$ cat config.mk
export PLATFORM = sky130hd
export DESIGN_NAME = fault_irq_and_temp_readout
export DESIGN_NICKNAME = d
export VERILOG_FILES = /design/src/inc/fault_irq_pkg.sv /design/src/fault_irq_and_temp_readout.sv
export SDC_FILE = /design/constraint.sdc
export NUM_CORES = 1
export LEC_CHECK = 0
export BUFFER_PORTS_ARGS = -buffer_cell sky130_fd_sc_hd__buf_2
export CORE_MARGIN = 2
export CORE_UTILIZATION = 55
export CTS_CLUSTER_DIAMETER = 40
export DETAILED_ROUTE_END_ITERATION = 8
export PLACE_DENSITY = 0.81
export REMOVE_ABC_BUFFERS = 1
export SLEW_MARGIN = 20
export SYNTH_ARGS = -nofsm -noshare
export SYNTH_HDL_FRONTEND = slang
export SYNTH_SLANG_ARGS = --single-unit
$ cat constraint.sdc
create_clock -name ref_clk -period 6.1 [get_ports ref_clk]
set_clock_uncertainty 0.15 [all_clocks]
set_input_delay 0.915 -clock ref_clk [delete_from_list [all_inputs] [get_ports ref_clk]]
set_output_delay 0.915 -clock ref_clk [all_outputs]
set_load 0.01 [all_outputs]
$ cat src/inc/fault_irq_pkg.sv
// Constants, register map and state types for the supervisory fault, interrupt and temperature block
package fault_irq_pkg;
  // ****************************************************
  // Timing
  // ****************************************************
  localparam int unsigned CLK_MHZ = 50;
  localparam int unsigned RECHECK_US = 32;
  localparam int unsigned RECHECK_CYC = RECHECK_US * CLK_MHZ;
  localparam int unsigned PULSE_US = 6;
  localparam int unsigned PULSE_CYC = PULSE_US * CLK_MHZ;
  localparam int unsigned SETTLE_US = 250;
  localparam int unsigned SETTLE_CYC = SETTLE_US * CLK_MHZ;
  localparam longint unsigned AUTO_PERIOD_S = 60;
  localparam longint unsigned AUTO_CYC = AUTO_PERIOD_S * 64'(CLK_MHZ) * 64'd1000000;
  localparam int unsigned SHUT_STEP_US = 1;
  localparam int unsigned SHUT_STEP_CYC = SHUT_STEP_US * CLK_MHZ;
  // ****************************************************
  // Register map
  // ****************************************************
  localparam logic [3:0] ADDR_MASK_A = 4'h0;
  localparam logic [3:0] ADDR_MASK_B = 4'h1;
  localparam logic [3:0] ADDR_FLAGS_A = 4'h2;
  localparam logic [3:0] ADDR_FLAGS_B = 4'h3;
  localparam logic [3:0] ADDR_THERMAL_SETUP = 4'h4;
  localparam logic [3:0] ADDR_TEMPERATURE = 4'h5;
  localparam logic [3:0] ADDR_BIAS_CODE = 4'h6;
  localparam logic [3:0] ADDR_NEG_RAIL_ADJUST = 4'h7;
  localparam logic [3:0] ADDR_POS_RAIL_ADJUST = 4'h8;
  localparam int TRIG_BIT = 0;
  localparam int DONE_BIT = 1;
  localparam int EOC_BIT = 4;
  localparam int SRC_SEL_BIT = 7;
  localparam logic [3:0] MASK_A_RST = 4'hF;
  localparam logic [4:0] MASK_B_RST = 5'h1F;
  localparam logic [7:0] BIAS_CODE_RST = 8'h74;
  localparam logic [7:0] NEG_ADJ_RST = 8'h80;
  localparam logic [2:0] POS_SET_RST = 3'h2;
  localparam logic [7:0] TEMP_MIN = 8'hF6;
  localparam logic [7:0] TEMP_MAX = 8'h55;
  // ****************************************************
  // States
  // ****************************************************
  typedef enum logic [1:0] {
    ST_ACTIVE = 2'b00,
    ST_SHUTDOWN = 2'b01,
    ST_STANDBY = 2'b11
  } pwr_state_e;
  typedef enum logic [1:0] {
    TS_IDLE = 2'b00,
    TS_SETTLE = 2'b01,
    TS_CONVERT = 2'b11
  } therm_state_e;
endpackage

$ cat src/fault_irq_and_temp_readout.sv
// Fault response, interrupt flags, power-good and temperature acquisition sequencer
`timescale 1ns/100ps
module fault_irq_and_temp_readout #(
  parameter int unsigned SETTLE_CYC = fault_irq_pkg::SETTLE_CYC,
  parameter int unsigned AUTO_CYC = 32'(fault_irq_pkg::AUTO_CYC)
) (
  input wire logic ref_clk, // 50 MHz clock
  input wire logic reset, // Async reset, active high
  input wire logic auto_variant, // 1: auto-acquisition variant
  input wire logic overheat_shutdown, // Die overheat fault
  input wire logic pos_boost_undervolt, // Positive boost undervoltage
  input wire logic inv_converter_undervolt, // Inverting converter undervoltage
  input wire logic input_low_lockout, // Input undervoltage lockout
  input wire logic neg_ldo_undervolt, // Negative LDO undervoltage
  input wire logic pos_ldo_undervolt, // Positive LDO undervoltage
  input wire logic neg_pump_undervolt, // Negative pump undervoltage
  input wire logic pos_pump_undervolt, // Positive pump undervoltage
  input wire logic [3:0] rail_enable_pins, // Rail enables: neg LDO, neg pump, pos LDO, pos pump
  input wire logic [3:0] rail_in_reg, // Per-rail regulation status
  input wire logic [3:0] reg_addr, // Register index
  input wire logic reg_wr, // Register write strobe
  input wire logic reg_rd, // Register read strobe
  input wire logic [7:0] reg_wdata, // Write data
  output logic [7:0] reg_rdata, // Read data, valid cycle after strobe
  output logic [3:0] rail_on, // Rail enable to regulators
  output logic converters_on, // Boost and inverting converters enable
  output logic standby, // Device in standby
  output logic rails_ok_out_o, // Power-good drive level, always 0
  output logic rails_ok_out_oe, // Power-good pull-down enable
  output logic irq_out_n_o, // Interrupt drive level, always 0
  output logic irq_out_n_oe, // Interrupt pull-down enable
  output logic ntc_bias_en, // Thermistor bias and converter enable
  output logic adc_start, // Conversion start pulse
  input wire logic adc_done, // Conversion complete pulse
  input wire logic signed [9:0] adc_celsius, // Raw reading, whole degrees
  output logic [7:0] bias_code_out, // Backplane bias code
  output logic external_bias_sel, // 1: bias from external adjust input
  output logic [7:0] neg_rail_level, // Negative rail adjust value
  output logic [2:0] pos_rail_setting // Positive rail setting
);
  import fault_irq_pkg::*;

  if (SETTLE_CYC < 1 || SETTLE_CYC > 65535 || AUTO_CYC <= SETTLE_CYC) begin : g_chk
    $error("settle or auto period out of range");
  end

  function automatic logic [7:0] saturate(input logic signed [9:0] t);
    if (t < -10'sd10) begin
      return TEMP_MIN;
    end else if (t > 10'sd85) begin
      return TEMP_MAX;
    end
    return t[7:0];
  endfunction

  function automatic logic [1:0] top_bit(input logic [3:0] v);
    logic [1:0] r;
    r = 2'd0;
    for (int i = 0; i < 4; i++) begin
      if (v[i]) begin
        r = 2'(i);
      end
    end
    return r;
  endfunction

  // ****************************************************
  // Fault flags, masks and rails
  // ****************************************************
  logic [3:0] fault_a;
  logic [3:0] fault_b;
  logic [3:0] kill;
  logic done_ev;
  logic auto_done;
  pwr_state_e state_q, state_d;
  logic [3:0] mask_a_q, mask_a_d, flags_a_q, flags_a_d, fa_prev_q, fa_prev_d;
  logic [4:0] mask_b_q, mask_b_d, flags_b_q, flags_b_d;
  logic [3:0] fb_prev_q, fb_prev_d, pin_prev_q, pin_prev_d;
  logic [3:0] rail_req_q, rail_req_d, lock_q, lock_d;
  logic [10:0] hold_a_q, hold_a_d, hold_b_q, hold_b_d;
  logic [7:0] step_q, step_d;
  logic [8:0] pulse_q, pulse_d;
  logic need_read_q, need_read_d;
  logic [7:0] bias_q, bias_d, neg_adj_q, neg_adj_d, rdata_q, rdata_d;
  logic [2:0] pos_set_q, pos_set_d;
  logic trig_q, trig_d;
  logic [7:0] temp_q;
  therm_state_e tstate_q;

  assign fault_a = {input_low_lockout, inv_converter_undervolt, pos_boost_undervolt,
                    overheat_shutdown};
  assign fault_b = {pos_pump_undervolt, neg_pump_undervolt, pos_ldo_undervolt, neg_ldo_undervolt};
  // Positive LDO depends on the negative LDO
  assign kill = {fault_b[3], fault_b[1] | fault_b[0], fault_b[2], fault_b[0]};

  always_comb begin
    logic rd_a;
    logic rd_b;
    logic rel;
    rd_a = reg_rd && reg_addr == ADDR_FLAGS_A;
    rd_b = reg_rd && reg_addr == ADDR_FLAGS_B;
    rel = 1'b0;
    state_d = state_q;
    mask_a_d = mask_a_q;
    mask_b_d = mask_b_q;
    fa_prev_d = fault_a;
    fb_prev_d = fault_b;
    pin_prev_d = rail_enable_pins;
    rail_req_d = rail_req_q;
    step_d = step_q;
    pulse_d = pulse_q;
    bias_d = bias_q;
    neg_adj_d = neg_adj_q;
    pos_set_d = pos_set_q;
    rdata_d = rdata_q;
    hold_a_d = (hold_a_q != 11'd0) ? hold_a_q - 11'd1 : hold_a_q;
    hold_b_d = (hold_b_q != 11'd0) ? hold_b_q - 11'd1 : hold_b_q;
    need_read_d = need_read_q;
    flags_a_d = flags_a_q;
    flags_b_d = flags_b_q;
    // Read clears the register and holds off level re-flagging for the recheck time
    if (rd_a) begin
      flags_a_d = 4'h0;
      hold_a_d = 11'(RECHECK_CYC);
      need_read_d = 1'b0;
    end
    if (rd_b) begin
      flags_b_d = 5'h00;
      hold_b_d = 11'(RECHECK_CYC);
      need_read_d = 1'b0;
    end
    if (pulse_q != 9'd0) begin
      pulse_d = pulse_q - 9'd1;
      if (pulse_q == 9'd1) begin
        flags_b_d[EOC_BIT] = 1'b0;
      end
    end
    // Set wins over clear: new edges always, persisting level after hold-off
    flags_a_d = flags_a_d | (fault_a & ~fa_prev_q)
                | ((hold_a_q == 11'd0 && !rd_a) ? fault_a : 4'h0);
    flags_b_d[3:0] = flags_b_d[3:0] | (fault_b & ~fb_prev_q)
                     | ((hold_b_q == 11'd0 && !rd_b) ? fault_b : 4'h0);
    if (done_ev) begin
      flags_b_d[EOC_BIT] = 1'b1;
      if (auto_done) begin
        pulse_d = 9'(PULSE_CYC);
      end
    end
    if ((|fault_a) || (|fault_b)) begin
      need_read_d = 1'b1;
    end
    rel = auto_variant || !need_read_d;
    // Rail enables act on edges only, so a faulted rail needs a fresh rising edge
    for (int i = 0; i < 4; i++) begin
      if (!rail_enable_pins[i] && pin_prev_q[i]) begin
        rail_req_d[i] = 1'b0;
      end else if (rail_enable_pins[i] && !pin_prev_q[i] && !lock_q[i]
                   && state_q != ST_SHUTDOWN) begin
        rail_req_d[i] = 1'b1;
      end
    end
    lock_d = (lock_q & ~{4{rel}}) | (lock_q & kill) | kill;
    rail_req_d = rail_req_d & ~kill;
    case (state_q)
      ST_ACTIVE: begin
        if (|fault_a) begin
          state_d = ST_SHUTDOWN;
          step_d = 8'(SHUT_STEP_CYC);
        end
      end
      ST_SHUTDOWN: begin
        if (step_q != 8'd0) begin
          step_d = step_q - 8'd1;
        end else if (rail_req_q == 4'h0) begin
          state_d = ST_STANDBY;
        end else begin
          rail_req_d[top_bit(rail_req_q)] = 1'b0;
          step_d = 8'(SHUT_STEP_CYC);
        end
      end
      ST_STANDBY: begin
        if (fault_a != 4'h0 || !rel) begin
          lock_d = 4'hF;
          rail_req_d = 4'h0;
        end else if (|(rail_enable_pins & ~pin_prev_q)) begin
          state_d = ST_ACTIVE;
        end else begin
          rail_req_d = 4'h0;
        end
      end
      default: state_d = ST_STANDBY;
    endcase
    if (reg_wr) begin
      case (reg_addr)
        ADDR_MASK_A: mask_a_d = reg_wdata[3:0];
        ADDR_MASK_B: mask_b_d = reg_wdata[4:0];
        ADDR_BIAS_CODE: bias_d = reg_wdata;
        ADDR_NEG_RAIL_ADJUST: neg_adj_d = reg_wdata;
        ADDR_POS_RAIL_ADJUST: pos_set_d = reg_wdata[2:0];
        default: ;
      endcase
    end
    if (reg_rd) begin
      case (reg_addr)
        ADDR_MASK_A: rdata_d = {4'h0, mask_a_q};
        ADDR_MASK_B: rdata_d = {3'h0, mask_b_q};
        ADDR_FLAGS_A: rdata_d = {4'h0, flags_a_q};
        ADDR_FLAGS_B: rdata_d = {3'h0, flags_b_q};
        ADDR_THERMAL_SETUP: rdata_d = {6'h00, tstate_q == TS_IDLE, trig_q};
        ADDR_TEMPERATURE: rdata_d = temp_q;
        ADDR_BIAS_CODE: rdata_d = bias_q;
        ADDR_NEG_RAIL_ADJUST: rdata_d = neg_adj_q;
        ADDR_POS_RAIL_ADJUST: rdata_d = {5'h00, pos_set_q};
        default: rdata_d = 8'h00;
      endcase
    end
  end

  always_ff @(posedge ref_clk or posedge reset) begin
    if (reset) begin
      state_q <= ST_STANDBY;
      mask_a_q <= MASK_A_RST;
      mask_b_q <= MASK_B_RST;
      flags_a_q <= 4'h0;
      flags_b_q <= 5'h00;
      fa_prev_q <= 4'h0;
      fb_prev_q <= 4'h0;
      pin_prev_q <= 4'h0;
      rail_req_q <= 4'h0;
      lock_q <= 4'h0;
      hold_a_q <= 11'd0;
      hold_b_q <= 11'd0;
      step_q <= 8'd0;
      pulse_q <= 9'd0;
      need_read_q <= 1'b0;
      bias_q <= BIAS_CODE_RST;
      neg_adj_q <= NEG_ADJ_RST;
      pos_set_q <= POS_SET_RST;
      rdata_q <= 8'h00;
    end else begin
      state_q <= state_d;
      mask_a_q <= mask_a_d;
      mask_b_q <= mask_b_d;
      flags_a_q <= flags_a_d;
      flags_b_q <= flags_b_d;
      fa_prev_q <= fa_prev_d;
      fb_prev_q <= fb_prev_d;
      pin_prev_q <= pin_prev_d;
      rail_req_q <= rail_req_d;
      lock_q <= lock_d;
      hold_a_q <= hold_a_d;
      hold_b_q <= hold_b_d;
      step_q <= step_d;
      pulse_q <= pulse_d;
      need_read_q <= need_read_d;
      bias_q <= bias_d;
      neg_adj_q <= neg_adj_d;
      pos_set_q <= pos_set_d;
      rdata_q <= rdata_d;
    end
  end

  assign converters_on = state_q != ST_STANDBY;
  assign standby = state_q == ST_STANDBY;
  assign rail_on = rail_req_q & ~lock_q & {4{converters_on}};
  assign rails_ok_out_o = 1'b0;
  assign rails_ok_out_oe = !((&rail_on) && (&rail_in_reg) && fault_a == 4'h0
                             && fault_b == 4'h0);
  assign irq_out_n_o = 1'b0;
  assign irq_out_n_oe = (|(flags_a_q & mask_a_q)) || (|(flags_b_q & mask_b_q));
  assign reg_rdata = rdata_q;
  assign bias_code_out = bias_q;
  assign external_bias_sel = !neg_adj_q[SRC_SEL_BIT];
  assign neg_rail_level = neg_adj_q;
  assign pos_rail_setting = pos_set_q;

  // ****************************************************
  // Temperature acquisition
  // ****************************************************
  therm_state_e tstate_d;
  logic trig_set;
  logic [15:0] tcnt_q, tcnt_d;
  logic [31:0] auto_q, auto_d;
  logic auto_run_q, auto_run_d, start_q, start_d;
  logic [7:0] temp_d;

  assign trig_set = reg_wr && reg_addr == ADDR_THERMAL_SETUP && reg_wdata[TRIG_BIT];
  assign done_ev = tstate_q == TS_CONVERT && adc_done;
  assign auto_done = done_ev && auto_run_q;

  always_comb begin
    tstate_d = tstate_q;
    tcnt_d = tcnt_q;
    auto_run_d = auto_run_q;
    temp_d = temp_q;
    start_d = 1'b0;
    trig_d = trig_q | trig_set;
    auto_d = auto_variant ? ((auto_q == 32'd0) ? 32'(AUTO_CYC - 1) : auto_q - 32'd1) : 32'd0;
    case (tstate_q)
      TS_IDLE: begin
        if (trig_d || (auto_variant && auto_q == 32'd0)) begin
          tstate_d = TS_SETTLE;
          tcnt_d = 16'(SETTLE_CYC - 1);
          auto_run_d = !trig_d;
        end
      end
      TS_SETTLE: begin
        if (tcnt_q == 16'd0) begin
          tstate_d = TS_CONVERT;
          start_d = 1'b1;
        end else begin
          tcnt_d = tcnt_q - 16'd1;
        end
      end
      TS_CONVERT: begin
        if (trig_set) begin
          auto_run_d = 1'b0;
        end
        if (adc_done) begin
          tstate_d = TS_IDLE;
          temp_d = saturate(adc_celsius);
          trig_d = 1'b0;
        end
      end
      default: tstate_d = TS_IDLE;
    endcase
  end

  always_ff @(posedge ref_clk or posedge reset) begin
    if (reset) begin
      tstate_q <= TS_IDLE;
      tcnt_q <= 16'd0;
      auto_q <= 32'd0;
      auto_run_q <= 1'b0;
      start_q <= 1'b0;
      trig_q <= 1'b0;
      temp_q <= 8'h00;
    end else begin
      tstate_q <= tstate_d;
      tcnt_q <= tcnt_d;
      auto_q <= auto_d;
      auto_run_q <= auto_run_d;
      start_q <= start_d;
      trig_q <= trig_d;
      temp_q <= temp_d;
    end
  end

  assign ntc_bias_en = tstate_q != TS_IDLE;
  assign adc_start = start_q;

  // ****************************************************
  // Checks
  // ****************************************************
  localparam int RECHK_MAX = RECHECK_CYC + 1;
  localparam int PULSE_MAX = PULSE_CYC + 1;

  // Cycles that a persisting overheat fault has gone without its flag
  logic [10:0] refl_cnt_q, refl_cnt_d;
  always_comb begin
    refl_cnt_d = (fault_a[0] && !flags_a_q[0]) ? refl_cnt_q + 11'd1 : 11'd0;
  end
  always_ff @(posedge ref_clk or posedge reset) begin
    if (reset) begin
      refl_cnt_q <= 11'd0;
    end else begin
      refl_cnt_q <= refl_cnt_d;
    end
  end
endmodule

* Word-level counts from Yosys, hierarchy flattened
Cells that the tools add are included.
** Word-level totals
- Register bits after elaboration :: 168
- Logic and storage cells :: 254
** Operators by class
- Order comparisons :: 4
- Multiplexer cells :: 74
- Bitwise operators :: 26
- Equal/unequal tests :: 26
- Add/subtract/negate cells :: 6
- Reduce and logical (&&, ||, !) cells :: 92
** Operators by type and width (number)
- $pmux 8 s9 :: 1
- $mux 32 :: 2
- $mux 8 :: 6
- $mux 11 :: 4
- $and 4x4->4 :: 10
- $mux 4 :: 9
- $logic_not 32->1 :: 1
- $mux 16 :: 2
- $pmux 16 s2 :: 1
- $sub 32x1->32 const B :: 1
- $logic_and 1x1->1 :: 29
- $not 4->4 :: 7
- $mux 9 :: 3
- $mux 1 :: 26
- $mux 2 :: 13
- $or 4x4->4 :: 6
- $logic_not 11->1 :: 2
- $reduce_bool 11->1 :: 2
- $sub 11x1->11 const B :: 2
- $logic_not 1->1 :: 19
- $ne 2x2->1 const B :: 9
- $eq 4x3->1 const B :: 4
- $logic_not 16->1 :: 1
- $logic_not 4->1 :: 4
- other kinds (35) :: 64

* Depth between registers and ports, before layout
Gate-level depths: netlist of run 1.
- Word-level depth :: 15
- Gate-level depth with buffers :: 10
- Gate-level depth less buffers :: 8

* Worst setup path before layout of run 1
OpenSTA, ideal clock, no wires.
- Kind :: in2out
- Start point :: input pos_boost_undervolt
- End point :: output rails_ok_out_oe
- Slack :: 3.315 ns
- Arrival :: 1.720 ns
- Stages :: 4
- Buffers on the path :: 0
- Cells stage by stage :: nor4_1 -> nand2_1 -> nor3_1 -> nand4b_1
** Between the ends
- Cells in the longest elaborated chain, start to end :: 4
** Ends and longest elaborated chain
- start: declaration :: line fault_irq_and_temp_readout.sv:11 : input wire logic pos_boost_undervolt,
- $logic_not 4->1 :: line fault_irq_and_temp_readout.sv:267 : assign rails_ok_out_oe = !((&rail_on) && (&rail_in_reg) && fault_a == 4'h0
- $logic_and 1x1->1 :: line fault_irq_and_temp_readout.sv:267
- $logic_and 1x1->1 :: line fault_irq_and_temp_readout.sv:268 : && fault_b == 4'h0);
- $logic_not 1->1 :: line fault_irq_and_temp_readout.sv:267
- end: declaration :: line fault_irq_and_temp_readout.sv:29 : output logic rails_ok_out_oe,
Every way passes these cells.

* Worst setup path after layout of run 1
Ends and elaborated chain as after synthesis.

==> flow_metrics.env, run 1 <==
export IMPL_cts_setup_buffers=0
export IMPL_fmax_mhz=299
export IMPL_final_area_sq_um=9550
export IMPL_critical_path_arrival_ns=2.28
export IMPL_internal_power_w=0.00266
export IMPL_clkSinkCount=168
export IMPL_period_share=0.548
export IMPL_core_area_sq_um=15000
export IMPL_synth_edff_count=0
export IMPL_netlist_instances=834
export IMPL_viasPerCell=5.96
export IMPL_die_x_um=128
export IMPL_synth_compound_area_share=0.136
export IMPL_syn_avg_cell_area_sq_um=10.1
export IMPL_die_y_um=128
export IMPL_post_route_drc_count=0
export IMPL_clkPwrFrac=0.272
export IMPL_mappedNetlistArea_sq_um=8400
export IMPL_path_max_fanout=4
export IMPL_hold_violations=0
export IMPL_wl_mm=18.3
export IMPL_path_class="in -> out"
export IMPL_fin_nets=967
export IMPL_grt_pass1_vias=6392
export IMPL_synth_cell_types=66
export IMPL_gp_congestion=0.881
export IMPL_async_flop_share=1.00
export IMPL_yosys_area_share_xor_xnor=0.0396
export IMPL_rsz0062_at_grt="false"
export IMPL_hpwlAfterDp_mm=12.4
export IMPL_ctsResizeCount=0
export IMPL_grt_antenna_before_repair=0
export IMPL_grtUsageTotal=0.232
export IMPL_h_tree_depth=4
export IMPL_relSlewSlack=0.398
export IMPL_cp_end_kind="output pin"
export IMPL_ir_worst_vdd_mv=0.218
export IMPL_seqPwrFrac=0.418
export IMPL_ios=84
export IMPL_synth_warnings=0
export IMPL_place_area_sq_um=8940
export IMPL_cts_root_buffer="clkbuf_16"
export IMPL_antenna_cells=0
export IMPL_tns_ns=0
export IMPL_overflow=0
export IMPL_post_route_min_period_ns=3.35
export IMPL_clk_latency_ns=0.42
export IMPL_min_path_type="reg -> reg"
export IMPL_synth_adder_area_share=0.0194
export IMPL_status="complete, no violations"
export IMPL_swShare=0.346
export IMPL_initial_utilization=0.559
export IMPL_synthFlopType="dfrtp_1"
export IMPL_grt_max_degree=103
export IMPL_ys_seq_elements=168
export IMPL_ys_seq_area_frac=0.503
export IMPL_cts_hold_buffers=0
export IMPL_die_area_sq_um=16300
export IMPL_drv_slew=0
export IMPL_fin_total_pwr_w=0.00407
export IMPL_required_ns=5.03
export IMPL_p_leak_nw=4.19
export IMPL_layout_drive_gt1_share=0.204
export IMPL_drt_iter0_drc=525
export IMPL_vias=6621
export IMPL_synthSimpleGateAreaFrac=0.190
export IMPL_numCtsBuffers=17
export IMPL_clock_tree_buffer_depth=2
export IMPL_mostFrequentLayoutCell="dfrtp_1"
export IMPL_tightest_slew_ns=0.903
export IMPL_setup_violations=0
export IMPL_clk_pin_slew_worst_paths_ns=0.06
export IMPL_routedWlPerCell_um=16.4
export IMPL_ant_nets=0
export IMPL_netSwitchingPower_w=0.00140
export IMPL_grt_pass1_wl_mm=30.6
export IMPL_num_rows=45
export IMPL_drv_cap=0
export IMPL_combinationalPowerShare=0.310
export IMPL_syn2layout_area_growth_pct=13.6
export IMPL_synth_mux_area_frac=0.0761
export IMPL_pwr_density_cell_nw_per_um2=426
export IMPL_synth_top_family_by_area="simple AND/OR/NAND/NOR gates"
export IMPL_mostFrequentLayoutCells="dfrtp_1, nor2_1, buf_2"
export IMPL_startpoint_type="primary input"
export IMPL_firstDrtPassIters=5
export IMPL_fillCellCount=1214
export IMPL_port_buffers=81
export IMPL_cts_tree="yes"
sequential cells by signal, summed over array words and instances, names as in the netlist, 4 cells and up:
signal          count
auto_q             32
tcnt_q             16
hold_a_q           11
hold_b_q           11
pulse_q             9
bias_code_out       8
neg_rail_level      8
reg_rdata           8
step_q              8
temp_q              8
flags_b_q           5
mask_b_q            5
fa_prev_q           4
fb_prev_q           4
flags_a_q           4
lock_q              4
mask_a_q            4
pin_prev_q          4
rail_req_q          4
worst max-delay path, stage by stage:
cell and delay [ns]:
buf_2 0.12, nor4_1 0.59, nand2_1 0.17, nor3_1 0.22, nand4b_1 0.11, buf_2 0.15
synth_stat cells (3+ instances only):
library cell / number / area, sq um
dfrtp_1: 151 / 3780
nor2_1: 83 / 312
nand2_1: 55 / 206
a21oi_1: 47 / 235
inv_1: 45 / 169
mux2_2: 42 / 473
o21ai_0: 34 / 170
nor3_1: 31 / 155
xnor2_1: 25 / 219
nand3_1: 23 / 115
or3_1: 20 / 125
clkbuf_1: 19 / 71.3
nand2b_1: 19 / 119
nor4_1: 18 / 113
dfstp_2: 17 / 447
a22o_1: 13 / 114
ha_1: 13 / 163
xor2_1: 13 / 114
a211oi_1: 11 / 82.6
mux2i_1: 11 / 110
o22ai_1: 11 / 68.8
or4_1: 11 / 82.6
a22oi_1: 7 / 52.6
nand4_1: 7 / 43.8
nor2b_1: 7 / 43.8
o21ai_1: 7 / 35.0
o31ai_1: 6 / 45.0
a221oi_1: 5 / 43.8
a31oi_1: 5 / 31.3
and2_1: 5 / 31.3
nor3_2: 5 / 50.1
and3_1: 4 / 25.0
nand3b_1: 4 / 30.0
nor4b_1: 4 / 35.0
o211ai_1: 4 / 30.0
o21bai_1: 4 / 30.0
o22a_1: 4 / 35.0
or2_2: 4 / 25.0
a21o_1: 3 / 22.5
logic make-up after synthesis:
| kind of cell | after synthesis |
|---|---|
| multiplexers | 56 |
| AND/OR/NAND/NOR | 309 |
| XOR/XNOR | 38 |
| buffers and inverters | 73 |
| flip-flops | 168 |
| adder cells (fa/ha/maj) | 13 |
| other | 1 |
| AO/OA/AOI/OAI | 176 |
per-stage QoR:
stage	setup slack, ns	hold WS, ns	utilization	cells
6_report	2.75	0.311	0.635	1110
3_5_place_dp	2.69	0.310	0.595	1079
3_3_place_gp	2.68	0.300	0.595	1079
5_1_grt	2.64	0.354	0.635	1110
2_1_floorplan	0.516	0.286	-	808
4_1_cts	2.69	0.317	0.635	1110
path summary, 6_finish.rpt:
kind,from,end,slack [ns],cells past startpoint
worst max-delay path,pos_boost_undervolt,rails_ok_out_oe,2.75,6
worst min-delay path,auto_q[0]$_DFF_PP0_,auto_q[0]$_DFF_PP0_,0.31,1
worst max register to register,auto_q[0]$_DFF_PP0_,tcnt_q[0]$_DFFE_PP0P_,3.08,8
worst min register to register,auto_q[0]$_DFF_PP0_,auto_q[0]$_DFF_PP0_,0.31,1
max in group asynchronous,reset,tcnt_q[6]$_DFFE_PP0P_,3.86,3
min in group asynchronous,reset,pin_prev_q[2]$_DFF_PP0_,0.52,2
per-layer routing:
metal  routed length, um  up-vias  GRT usage
li1                    -     3155          -
met1                8480     3266      0.318
met2                8680      172      0.377
met3                 786       28     0.0406
met4                 310        0     0.0802
met5                   0        -          0
layout make-up:
cell class | instances | area (sq um) | area share
flip-flops and latches | 168 | 4230 | 0.443
multi-input cells | 594 | 3880 | 0.406
clock buffers | 24 | 492 | 0.0515
repair buffers | 83 | 420 | 0.0440
well taps | 188 | 235 | 0.0246
inverters | 46 | 178 | 0.0186
clock inverters | 7 | 116 | 0.0122
power by group through the flow:
stage          Combinational [W]  Sequential [W]  Clock, W
2_1_floorplan           0.000963         0.00165         0
3_3_place_gp             0.00120         0.00169         0
3_5_place_dp             0.00125         0.00171         0
4_1_cts                  0.00126         0.00169   0.00112
5_1_grt                  0.00143         0.00174   0.00116
6_report                 0.00126         0.00170   0.00111
No activity file was read; power rests on OpenSTA's default activity.
==> run 2: changes to the inputs <==
==> constraint.sdc (replaced) <==
create_clock -name ref_clk -period 3.45 [get_ports ref_clk]
set_clock_uncertainty 0.15 [all_clocks]
set_input_delay 0.5175 -clock ref_clk [delete_from_list [all_inputs] [get_ports ref_clk]]
set_output_delay 0.5175 -clock ref_clk [all_outputs]
set_load 0.01 [all_outputs]
==> flow_metrics.env, run 2 (same netlist as run 1, synthesis figures left out) <==
export IMPL_status="complete, no violations"
export IMPL_cts_hold_buffers=0
export IMPL_cp_end_kind="flop"
export IMPL_die_y_um=128
export IMPL_critical_path_arrival_ns=3.03
export IMPL_post_route_drc_count=0
export IMPL_pwr_density_cell_nw_per_um2=743
export IMPL_r2r_start="auto_q[0]$_DFF_PP0_"
export IMPL_clk_pin_slew_worst_paths_ns=0.07
export IMPL_port_buffers=81
export IMPL_hpwlAfterDp_mm=12.5
export IMPL_syn2layout_area_growth_pct=14.5
export IMPL_numCtsBuffers=17
export IMPL_relSlewSlack=0.509
export IMPL_netSwitchingPower_w=0.00251
export IMPL_cpLargestDelayFamily="simple AND/OR/NAND/NOR gates"
export IMPL_top_register="auto_q"
export IMPL_path_cells="inv_1 > ha_1 > or4b_1 > nor3_1 > and4_1 > nor2_2 > nor3_2 > mux2_1"
export IMPL_clkPwrFrac=0.268
export IMPL_clkSinkCount=168
export IMPL_fmax_mhz=349
export IMPL_post_route_min_period_ns=2.87
export IMPL_ctsResizeCount=0
export IMPL_drv_slew=0
export IMPL_p_leak_nw=4.22
export IMPL_mostFrequentLayoutCells="dfrtp_1, nor2_1, buf_2"
export IMPL_path_class="reg -> reg"
export IMPL_reg_largest_list="auto_q x32, tcnt_q x16"
export IMPL_crit_cells=8
export IMPL_viasPerCell=5.93
export IMPL_gp_congestion=0.851
export IMPL_wl_mm=18.1
export IMPL_grt_pass1_wl_mm=30.7
export IMPL_ant_nets=0
export IMPL_core_area_sq_um=15000
export IMPL_final_area_sq_um=9610
export IMPL_setup_violations=0
export IMPL_cts_root_buffer="clkbuf_16"
export IMPL_rsz0062_at_grt="false"
export IMPL_antenna_cells=0
export IMPL_die_x_um=128
export IMPL_slowest_delay_ns=0.57
export IMPL_grt_antenna_before_repair=0
export IMPL_overflow=0
export IMPL_h_tree_depth=4
export IMPL_grt_max_degree=75
export IMPL_reg2reg_depth=8
export IMPL_cp_num_buf_inv=1
export IMPL_period_share=0.831
export IMPL_layout_drive_gt1_share=0.213
export IMPL_place_area_sq_um=9020
export IMPL_mostFrequentLayoutCell="dfrtp_1"
export IMPL_num_rows=45
export IMPL_fin_nets=977
export IMPL_cts_setup_buffers=0
export IMPL_cts_tree="yes"
export IMPL_grt_pass1_vias=6351
export IMPL_critPathSlowestCell="or4b_1"
export IMPL_required_ns=3.62
export IMPL_vias=6646
export IMPL_firstDrtPassIters=5
export IMPL_ir_worst_vdd_mv=0.404
export IMPL_clk_latency_ns=0.43
export IMPL_clock_tree_buffer_depth=2
export IMPL_holdWs_ns=0.0331
export IMPL_tightest_slew_ns=0.728
export IMPL_rr_endpoint="tcnt_q[0]$_DFFE_PP0P_"
export IMPL_ios=84
export IMPL_routedWlPerCell_um=16.2
export IMPL_die_area_sq_um=16300
export IMPL_path_max_fanout=9
export IMPL_drv_cap=0
export IMPL_drt_iter0_drc=548
export IMPL_swShare=0.351
export IMPL_startpoint_type="flop"
export IMPL_min_path_type="in -> async"
export IMPL_grtUsageTotal=0.235
export IMPL_hold_violations=0
export IMPL_seqPwrFrac=0.420
export IMPL_r2r_slack_ns=0.58
export IMPL_initial_utilization=0.559
export IMPL_fin_total_pwr_w=0.00714
export IMPL_combinationalPowerShare=0.312
export IMPL_largest_reg_flops=32
export IMPL_internal_power_w=0.00464
==> run 2: cell types whose count changed in the layout (fill, tap and decap cells not counted), sizes merged <==
cell | before | now
buf | 83 | 93
clkbuf | 24 | 20
clkinv | 4 | 6
clkinvlp | 1 | 4
==> run 2: how the worst max path moves through the flow <==
stage                             start                     to  slack, ns
finish              auto_q[0]$_DFF_PP0_  tcnt_q[0]$_DFFE_PP0P_       0.58
global route        auto_q[0]$_DFF_PP0_  tcnt_q[1]$_DFFE_PP0P_       0.29
CTS                 auto_q[0]$_DFF_PP0_  tcnt_q[0]$_DFFE_PP0P_       0.58
detailed placement  auto_q[0]$_DFF_PP0_  tcnt_q[0]$_DFFE_PP0P_       0.59
global placement    auto_q[0]$_DFF_PP0_  tcnt_q[0]$_DFFE_PP0P_       0.64
floorplan                         reset    adc_start$_DFF_PP0_      -1.74
==> run 2: per-stage QoR <==
stage	setup TNS, ns	util	std cells	worst slack (ns)
after detailed placement	0	0.600	1089	0.589
after global placement	0	0.600	1089	0.640
after global routing	0	0.640	1121	0.286
after floorplan	-270.43	-	808	-1.74
final	0	0.640	1121	0.583
after CTS	0	0.640	1121	0.584
==> run 2: metal layers <==
metal | global-route usage | share of wire
met1 | 0.330 | 0.46
met2 | 0.359 | 0.46
met3 | 0.0561 | 0.058
met4 | 0.0860 | 0.021
met5 | 0 | 0
==> run 2: power groups by stage <==
stage          Combinational [W]  Sequential (W)  Clock, W
2_1_floorplan            0.00170         0.00292         0
3_3_place_gp             0.00214         0.00299         0
3_5_place_dp             0.00221         0.00301         0
4_1_cts                  0.00223         0.00299   0.00194
5_1_grt                  0.00253         0.00307   0.00203
6_report                 0.00223         0.00300   0.00191
==> run 2: cell type report <==
type | instances | area (sq um)
Fill cell | 1164 | 5420
Sequential cell | 168 | 4230
Multi-Input combinational cell | 594 | 3880
Timing Repair Buffer | 93 | 508
Clock buffer | 20 | 437
Tap cell | 188 | 235
Inverter | 46 | 178
Clock inverter | 12 | 153
